--- src/gcr_pkg.sv ---
// constants and carrier types of the global control register block
package gcr_pkg;

  // ************************************************************
  // register offsets (byte addresses)
  // ************************************************************
  localparam logic [7:0] GCR_OFS_ID = 8'h00;
  localparam logic [7:0] GCR_OFS_MODE = 8'h02;
  localparam logic [7:0] GCR_OFS_REF = 8'h04;
  localparam logic [7:0] GCR_OFS_PIN = 8'h0a;

  // ************************************************************
  // field positions
  // ************************************************************
  localparam int GCR_B_ALLWR = 15;
  localparam int GCR_B_IRQIDLE = 14;
  localparam int GCR_B_ERRTRIG = 7;
  localparam int GCR_B_MEIS = 6;
  localparam int GCR_B_PMM = 4;
  localparam int GCR_B_UPDREQ = 3;
  localparam int GCR_B_LCR = 2;
  localparam int GCR_B_DPR = 1;
  localparam int GCR_B_RST = 0;
  localparam int GCR_B_SRC = 10;
  localparam int GCR_B_OSEL = 9;
  localparam int GCR_B_ISEL = 8;
  localparam int GCR_B_ADAPT = 0;

  // ************************************************************
  // writable masks and reset values
  // ************************************************************
  localparam logic [15:0] GCR_MASK_MODE = 16'hc0ff;
  localparam logic [15:0] GCR_MASK_REF = 16'h1f0f;
  localparam logic [15:0] GCR_MASK_PIN = 16'hffff;
  localparam logic [15:0] GCR_RST_MODE = 16'h0002;
  localparam logic [15:0] GCR_RST_REF = 16'h0000;
  localparam logic [15:0] GCR_RST_PIN = 16'h0000;

  // ************************************************************
  // encodings
  // ************************************************************
  localparam logic [1:0] GCR_PMM_PIN = 2'h1;
  localparam logic [1:0] GCR_FN_IN = 2'h0;
  localparam logic [1:0] GCR_FN_STAT = 2'h1;
  localparam logic [1:0] GCR_FN_LO = 2'h2;
  localparam logic [1:0] GCR_FN_HI = 2'h3;

  // ************************************************************
  // timing
  // ************************************************************
  localparam int GCR_CLK_PS = 10000;
  localparam int GCR_RST_MIN_NS = 100;
  localparam int GCR_RST_MIN_CYC =
    (GCR_RST_MIN_NS * 1000 + GCR_CLK_PS - 1) / GCR_CLK_PS;

  // ************************************************************
  // carriers
  // ************************************************************
  typedef struct packed {
    logic cs_n;
    logic rd_n;
    logic wr_n;
    logic [7:0] addr;
    logic [15:0] data;
    logic [7:0] gpio;
  } gcr_pins_s;

  localparam gcr_pins_s GCR_PINS_IDLE = '{1'b1, 1'b1, 1'b1, 8'h00,
                                          16'h0000, 8'h00};

  typedef struct packed {
    logic [15:0] mode;
    logic [15:0] refc;
    logic [15:0] pin;
    logic [15:0] rdata;
    logic rd_drv;
    logic wr_n_d;
    logic err_d;
    logic pm_d;
    logic done;
    logic err_pulse;
    logic pm_pulse;
    logic ref_out;
    logic ref_in;
  } gcr_state_s;

  function automatic logic gcr_hit(input logic [7:0] a,
                                   input logic [7:0] ofs);
    gcr_hit = (a == ofs);
  endfunction

endpackage

--- src/gcr_sync3.sv ---
// three-stage pin synchroniser with agreement filter
`timescale 1ns/1ps
`default_nettype none
module gcr_sync3
  import gcr_pkg::*;
#(
  parameter int W = 1,
  parameter logic [W-1:0] IDLE = '0
) (
  // clock and reset
  input wire logic core_clk_i,
  input wire logic resetn_i,
  // data
  input wire logic [W-1:0] d_i,
  output logic [W-1:0] q_o
);
  logic [W-1:0] s1;
  logic [W-1:0] s2;
  logic [W-1:0] s3;

  // a bit changes only once stages two and three agree
  always_ff @(posedge core_clk_i) begin
    if (!resetn_i) begin
      s1 <= IDLE;
      s2 <= IDLE;
      s3 <= IDLE;
      q_o <= IDLE;
    end else begin
      s1 <= d_i;
      s2 <= s1;
      s3 <= s2;
      for (int i = 0; i < W; i++) begin
        if (s2[i] == s3[i]) begin
          q_o[i] <= s3[i];
        end
      end
    end
  end
endmodule
`default_nettype wire

--- src/gcr_pin_cell.sv ---
// one general-purpose pin: function select with overrides
`timescale 1ns/1ps
`default_nettype none
module gcr_pin_cell
  import gcr_pkg::*;
(
  // clock and reset
  input wire logic core_clk_i,
  input wire logic resetn_i,
  // control
  input wire logic [1:0] fn_i,
  input wire logic force_in_i,
  input wire logic force_out_i,
  input wire logic force_val_i,
  input wire logic stat_i,
  // pin
  output logic pin_o,
  output logic pin_oe_n_o
);
  logic next_pin;
  logic next_oe_n;

  always_comb begin
    next_pin = 1'b0;
    next_oe_n = 1'b0;
    if (force_in_i) begin
      next_oe_n = 1'b1;
    end else if (force_out_i) begin
      next_pin = force_val_i;
    end else begin
      case (fn_i)
        GCR_FN_IN: next_oe_n = 1'b1;
        GCR_FN_STAT: next_pin = stat_i;
        GCR_FN_LO: next_pin = 1'b0;
        GCR_FN_HI: next_pin = 1'b1;
        default: next_oe_n = 1'b1;
      endcase
    end
  end

  always_ff @(posedge core_clk_i) begin
    if (!resetn_i) begin
      pin_o <= 1'b0;
      pin_oe_n_o <= 1'b1;
    end else begin
      pin_o <= next_pin;
      pin_oe_n_o <= next_oe_n;
    end
  end
endmodule
`default_nettype wire

--- src/gcr_top.sv ---
// global control and identification registers
`timescale 1ns/1ps
`default_nettype none
module gcr_top
  import gcr_pkg::*;
#(
  // arbitrary identity values
  parameter logic [3:0] REVISION = 4'h1,
  parameter logic [11:0] DEVICE_CODE = 12'h0a5
) (
  // clock and reset
  input wire logic core_clk_i,
  input wire logic resetn_i,
  // host parallel interface pins
  input wire logic cs_n_i,
  input wire logic rd_n_i,
  input wire logic wr_n_i,
  input wire logic [7:0] addr_i,
  input wire logic [15:0] data_i,
  output logic [15:0] data_o,
  output logic data_oe_n_o,
  // port register write steering
  input wire logic [3:0] port_wr_req_i,
  output logic [3:0] port_wr_en_o,
  output logic port_rd_undef_o,
  // interrupt pin
  input wire logic irq_active_i,
  output logic irq_pin_o,
  output logic irq_pin_oe_n_o,
  // error insertion and performance monitor
  output logic err_insert_o,
  input wire logic one_sec_i,
  input wire logic ports_done_i,
  output logic pm_update_o,
  output logic pm_update_done_o,
  output logic latched_clear_on_read_o,
  // resets to the ports
  output logic datapath_reset_o,
  output logic soft_reset_o,
  // 8 kHz reference and clock adapter
  input wire logic [7:0] ref8k_cand_i,
  output logic ref8k_out_signal_o,
  output logic ref8k_in_signal_o,
  output logic [3:0] clock_adapter_mode_o,
  // port status sources and general-purpose pins
  input wire logic [3:0] port_stat_a_i,
  input wire logic [3:0] port_stat_b_i,
  input wire logic [7:0] gpio_i,
  output logic [7:0] gpio_o,
  output logic [7:0] gpio_oe_n_o
);

  // ************************************************************
  // pin synchronisation
  // ************************************************************
  gcr_pins_s raw;
  gcr_pins_s pins;

  assign raw = '{cs_n_i, rd_n_i, wr_n_i, addr_i, data_i, gpio_i};

  gcr_sync3 #(
    .W($bits(gcr_pins_s)),
    .IDLE(GCR_PINS_IDLE)
  ) u_sync (
    .core_clk_i(core_clk_i),
    .resetn_i(resetn_i),
    .d_i(raw),
    .q_o(pins)
  );

  // ************************************************************
  // state
  // ************************************************************
  gcr_state_s st;
  gcr_state_s next_st;
  logic wr_take;
  logic err_lvl;
  logic req_lvl;
  logic [1:0] pm_mode;
  logic [7:0] force_in;
  logic [7:0] force_out;
  logic ref_glob;

  assign pm_mode = st.mode[GCR_B_PMM +: 2];
  // write taken at the rising edge of the write strobe
  assign wr_take = pins.wr_n & ~st.wr_n_d & ~pins.cs_n;
  assign err_lvl = st.mode[GCR_B_MEIS] ? pins.gpio[5]
                                       : st.mode[GCR_B_ERRTRIG];
  always_comb begin
    if (pm_mode[1]) begin
      req_lvl = one_sec_i;
    end else if (pm_mode[0]) begin
      req_lvl = pins.gpio[7];
    end else begin
      req_lvl = st.mode[GCR_B_UPDREQ];
    end
  end
  assign ref_glob = st.refc[GCR_B_ISEL] ? pins.gpio[3]
                  : ref8k_cand_i[st.refc[GCR_B_SRC +: 3]];

  always_comb begin
    next_st = st;
    next_st.wr_n_d = pins.wr_n;
    if (wr_take) begin
      if (gcr_hit(pins.addr, GCR_OFS_MODE)) begin
        next_st.mode = pins.data & GCR_MASK_MODE;
      end
      if (gcr_hit(pins.addr, GCR_OFS_REF)) begin
        next_st.refc = pins.data & GCR_MASK_REF;
      end
      if (gcr_hit(pins.addr, GCR_OFS_PIN)) begin
        next_st.pin = pins.data & GCR_MASK_PIN;
      end
    end
    next_st.rd_drv = ~pins.cs_n & ~pins.rd_n;
    if (gcr_hit(pins.addr, GCR_OFS_ID)) begin
      next_st.rdata = {REVISION, DEVICE_CODE};
    end else if (gcr_hit(pins.addr, GCR_OFS_MODE)) begin
      next_st.rdata = st.mode;
    end else if (gcr_hit(pins.addr, GCR_OFS_REF)) begin
      next_st.rdata = st.refc;
    end else if (gcr_hit(pins.addr, GCR_OFS_PIN)) begin
      next_st.rdata = st.pin;
    end else begin
      next_st.rdata = 16'h0000;
    end
    // error insertion on the rising edge of the selected source
    next_st.err_d = err_lvl;
    next_st.err_pulse = err_lvl & ~st.err_d;
    // update pulse loads registers and clears counters
    next_st.pm_d = req_lvl;
    next_st.pm_pulse = req_lvl & ~st.pm_d;
    // done sets while requested, clears once the request drops
    next_st.done = req_lvl & (st.done | ports_done_i);
    next_st.ref_out = ref_glob;
    next_st.ref_in = st.refc[GCR_B_ISEL] & pins.gpio[3];
  end

  always_ff @(posedge core_clk_i) begin
    if (!resetn_i) begin
      st <= '0;
      st.mode <= GCR_RST_MODE;
      st.refc <= GCR_RST_REF;
      st.pin <= GCR_RST_PIN;
      st.wr_n_d <= 1'b1;
    end else begin
      st <= next_st;
    end
  end

  // ************************************************************
  // outputs
  // ************************************************************
  assign data_o = st.rdata;
  assign data_oe_n_o = ~st.rd_drv;
  assign port_wr_en_o = st.mode[GCR_B_ALLWR] ? {4{|port_wr_req_i}}
                                             : port_wr_req_i;
  assign port_rd_undef_o = st.mode[GCR_B_ALLWR];
  assign irq_pin_o = ~irq_active_i;
  assign irq_pin_oe_n_o = ~irq_active_i & ~st.mode[GCR_B_IRQIDLE];
  assign err_insert_o = st.err_pulse;
  assign pm_update_o = st.pm_pulse;
  assign pm_update_done_o = st.done;
  assign latched_clear_on_read_o = st.mode[GCR_B_LCR];
  assign datapath_reset_o = st.mode[GCR_B_DPR];
  assign soft_reset_o = st.mode[GCR_B_RST];
  assign ref8k_out_signal_o = st.ref_out;
  assign ref8k_in_signal_o = st.ref_in;
  assign clock_adapter_mode_o = st.refc[GCR_B_ADAPT +: 4];

  // ************************************************************
  // general-purpose pins
  // ************************************************************
  always_comb begin
    force_in = 8'h00;
    force_out = 8'h00;
    force_in[7] = (pm_mode == GCR_PMM_PIN);
    force_in[5] = st.mode[GCR_B_MEIS];
    force_in[3] = st.refc[GCR_B_ISEL];
    force_out[1] = st.refc[GCR_B_OSEL];
  end

  for (genvar k = 0; k < 8; k++) begin : g_pin
    gcr_pin_cell u_cell (
      .core_clk_i(core_clk_i),
      .resetn_i(resetn_i),
      .fn_i(st.pin[2*k +: 2]),
      .force_in_i(force_in[k]),
      .force_out_i(force_out[k]),
      .force_val_i(st.ref_out),
      .stat_i((k % 2 == 1) ? port_stat_b_i[k/2]
                           : port_stat_a_i[k/2]),
      .pin_o(gpio_o[k]),
      .pin_oe_n_o(gpio_oe_n_o[k])
    );
  end
endmodule
`default_nettype wire

--- config.mk ---
export PLATFORM = sky130hd
export DESIGN_NAME = gcr_top
export DESIGN_NICKNAME = d
export VERILOG_FILES = /design/src/gcr_pkg.sv /design/src/gcr_sync3.sv /design/src/gcr_pin_cell.sv /design/src/gcr_top.sv
export SDC_FILE = /design/constraint.sdc
export NUM_CORES = 1
export LEC_CHECK = 0
export BUFFER_PORTS_ARGS = -buffer_cell sky130_fd_sc_hd__buf_4
export CAP_MARGIN = 20
export CORE_MARGIN = 2
export CORE_UTILIZATION = 51
export CTS_BUF_LIST = sky130_fd_sc_hd__clkbuf_16
export DETAILED_ROUTE_END_ITERATION = 16
export PLACE_DENSITY = 0.75
export SYNTH_ARGS = -nofsm -noshare
export SYNTH_HDL_FRONTEND = slang
export SYNTH_HIERARCHICAL = 1
export SYNTH_SLANG_ARGS = --single-unit
--- constraint.sdc ---
create_clock -name core_clk_i -period 1.7 [get_ports core_clk_i]
set_input_delay 0.17 -clock core_clk_i [delete_from_list [all_inputs] [get_ports core_clk_i]]
set_output_delay 0.17 -clock core_clk_i [all_outputs]
set_load 0.005 [all_outputs]
==> metrics.cfg <==
[final_layout]
num-fill-cells=1031
syn2layout_area_growth_pct=27.1
antennaDiodeCount=0
multi_input_comb_area_um2=2570
final-seq-area_um2=3930
final-instance-count-excl-fill=989
num-nets-final=868
final_design_area_no_fill_um2=8550
layout_cell_share_with_drive_strength_beyond_1_pct=21.8

[sta]
post-route-worst-setup-slack_ps=-9.54
rsz_0062_raised_after_global_routing=true
slew_violations=0
slew_headroom_pct=62.6
final.period_utilization_pct=101
worst_pin_slew_ps=561
finalClockSkew_ps=5.02
finalHoldViolations=0
period_needed_ps=1710
setup_violations=2
clock.fmax_mhz=585

[power]
pwr-share-seq_pct=55.2
p_sw_share_pct=19.9
cellInternalPower_w=0.00688
power.switching_w=0.00171
power.ir.vdd_worst_v=0.000642
clockPowerShare_pct=40.3
static-leakage-power_nw=3.54
p_comb_share_pct=4.5
power_per_cell_area_nw_per_um2=1000

[floorplan]
core_um2=12800
io-pin-count=112
die_area_um2=14100
floorplan.initialDensity_pct=52.7
core.rowCount=41
die_w_um=119
dieHeight_um=119

[global_route]
antenna_found_initial=0
grtUsageTotal_pct=19.3
grt_first_pass_wirelength_mm=21.6
largest_net_degree_at_the_start_of_global_routing=175
grt_pass1_vias=4570
overflow=0

[yosys]
synth_cells=657
yosys_warnings=6
post_synth.cell_area_avg_um2=10.2
combined_area_of_all_synthesized_cells_um2=6730

[routing]
routed_via_density=4.83
routedWlPerCell_um=13.1
wirelength_mm=13.0
route.antenna.remaining_nets=0
drc=0
initial_detailed_routing_violation_count=234
length_of_the_first_detailed_routing_pass_in_iterations=4
num_vias=4780

[min_path]
min_delay_endpoint=st[5]$_SDFF_PN0_
hold_class=primary input to register
hold-path-cell-count=5
worstHoldStart=one_sec_i

[critical_path]
timing.setup.critical_path_class=register to register
critical_path.startpoint=u_sync/q_o[28]$_SDFFE_PN0N_
rr_endpoint=clock_adapter_mode_o[0]$_SDFFE_PN0P_
worst_ep_arrival_time_ps=2050
worst-endpoint-required_ps=2040
endpoint_kind=register
maximum_fanout_count_along_the_critical_path=9
reg2reg_slack_ps=-10
critical_path.reg2reg.startpoint=u_sync/q_o[28]$_SDFFE_PN0N_
cp-start-kind=register
reg2regPathDepth=5

[place]
port-buffer-count=106
placed_cell_area_um2=7720
detailedPlacementHpwl_mm=8.94
routabilityCongestion=0.832
placedCellCount=930

[outcome]
violations=setup timing
status=finished with violations

[clocking]
worstSkewPairLatency_ps=420
number_of_sinks_on_the_clock_net=196
clockBufferDepth=2
cts_tree=yes
tritoncts.num_buffers=17
root_buffer=clkbuf_16
count_of_h_tree_levels_built_during_cts=4
cts.reportedPaths.clkPinSlew_ps=60

[flow_run]
cap_viol_max_count=0

final cells by class:
cell class	count	share of cell area (%)
Clock inverter	11	0.907
Multi-Input combinational cell	424	30.1
Sequential cell	196	45.9
Inverter	16	0.702
Tap cell	172	2.52
Timing Repair Buffer	153	14.9
Clock buffer	17	4.97
metrics by stage:
step	power, W	worst slack (ps)	utilization, %	hold WS [ps]	setup TNS (ps)
2_1_floorplan	0.00501	-19.8	-	260	-178
3_3_place_gp	0.00517	23.5	60.4	353	0
3_5_place_dp	0.00518	-34.8	60.4	359	-84.3
4_1_cts	0.00868	-20.6	66.8	90.9	-33.8
5_1_grt	0.00895	-88.9	67.0	134	-564
6_report	0.00859	-9.54	67.0	109	-16.1
power groups by stage:
stage | Sequential, W | Combinational [W] | Clock (W)
floorplan | 0.00483 | 0.000176 | 0
global placement | 0.00484 | 0.000325 | 0
detailed placement | 0.00485 | 0.000332 | 0
CTS | 0.00474 | 0.000388 | 0.00355
global route | 0.00475 | 0.000428 | 0.00377
finish | 0.00474 | 0.000388 | 0.00346
worst max-delay path by stage:
stage,depth (start not counted),to
detailed placement,5,clock_adapter_mode_o[0]$_SDFFE_PN0P_
global placement,5,clock_adapter_mode_o[1]$_SDFFE_PN0P_
finish,5,clock_adapter_mode_o[0]$_SDFFE_PN0P_
CTS,5,clock_adapter_mode_o[0]$_SDFFE_PN0P_
global route,5,clock_adapter_mode_o[0]$_SDFFE_PN0P_
floorplan,5,clock_adapter_mode_o[0]$_SDFFE_PN0P_
flip-flops by register name, indices dropped and copies added (netlist names), 2 cells and up:
register,cells
st,26
u_sync/q_o,30
data_o,16
pm_mode,2
u_sync/s1,30
force_in,2
g_pin.u_cell/pin_o,8
u_sync/s2,30
clock_adapter_mode_o,4
g_pin.u_cell/pin_oe_n_o,8
u_sync/s3,30
routing by layer:
layer  part of all wire, %  track usage [%]
met1                    46             24.6
met2                    48             31.9
met3                   4.0             4.41
met4                   1.2             7.29
met5                     0                0
critical path: stages, from the launching register on:
cell     delay, ps
dfxtp_2        320
or4_4          570
nor4b_4        240
and2_4         190
buf_12         130
mux2i_1        190
placed cells by master, fill, tap and decap left out, types with 15 or more instances in the layout:
cell / instances
buf_4: 118
clkbuf_16: 17
o21ai_0: 47
nand2_1: 73
mux2i_1: 30
inv_1: 20
nor2_1: 35
o21ai_1: 16
nand2b_1: 15
conb_1: 26
and2_1: 81
dfxtp_1: 195
a21boi_2: 26
dlygate4sd3_1: 31
repair_timing:
action / in CTS / in global routing
buffers inserted: 0 / 0
pin swaps: 1 / 0
endpoints found under the hold margin: 31 / 0
hold buffers: 31 / 0
setup endpoints to repair: 9 / 16
gates resized for setup: 1 / 2
Note: power is estimated with default switching activity, not from simulation.
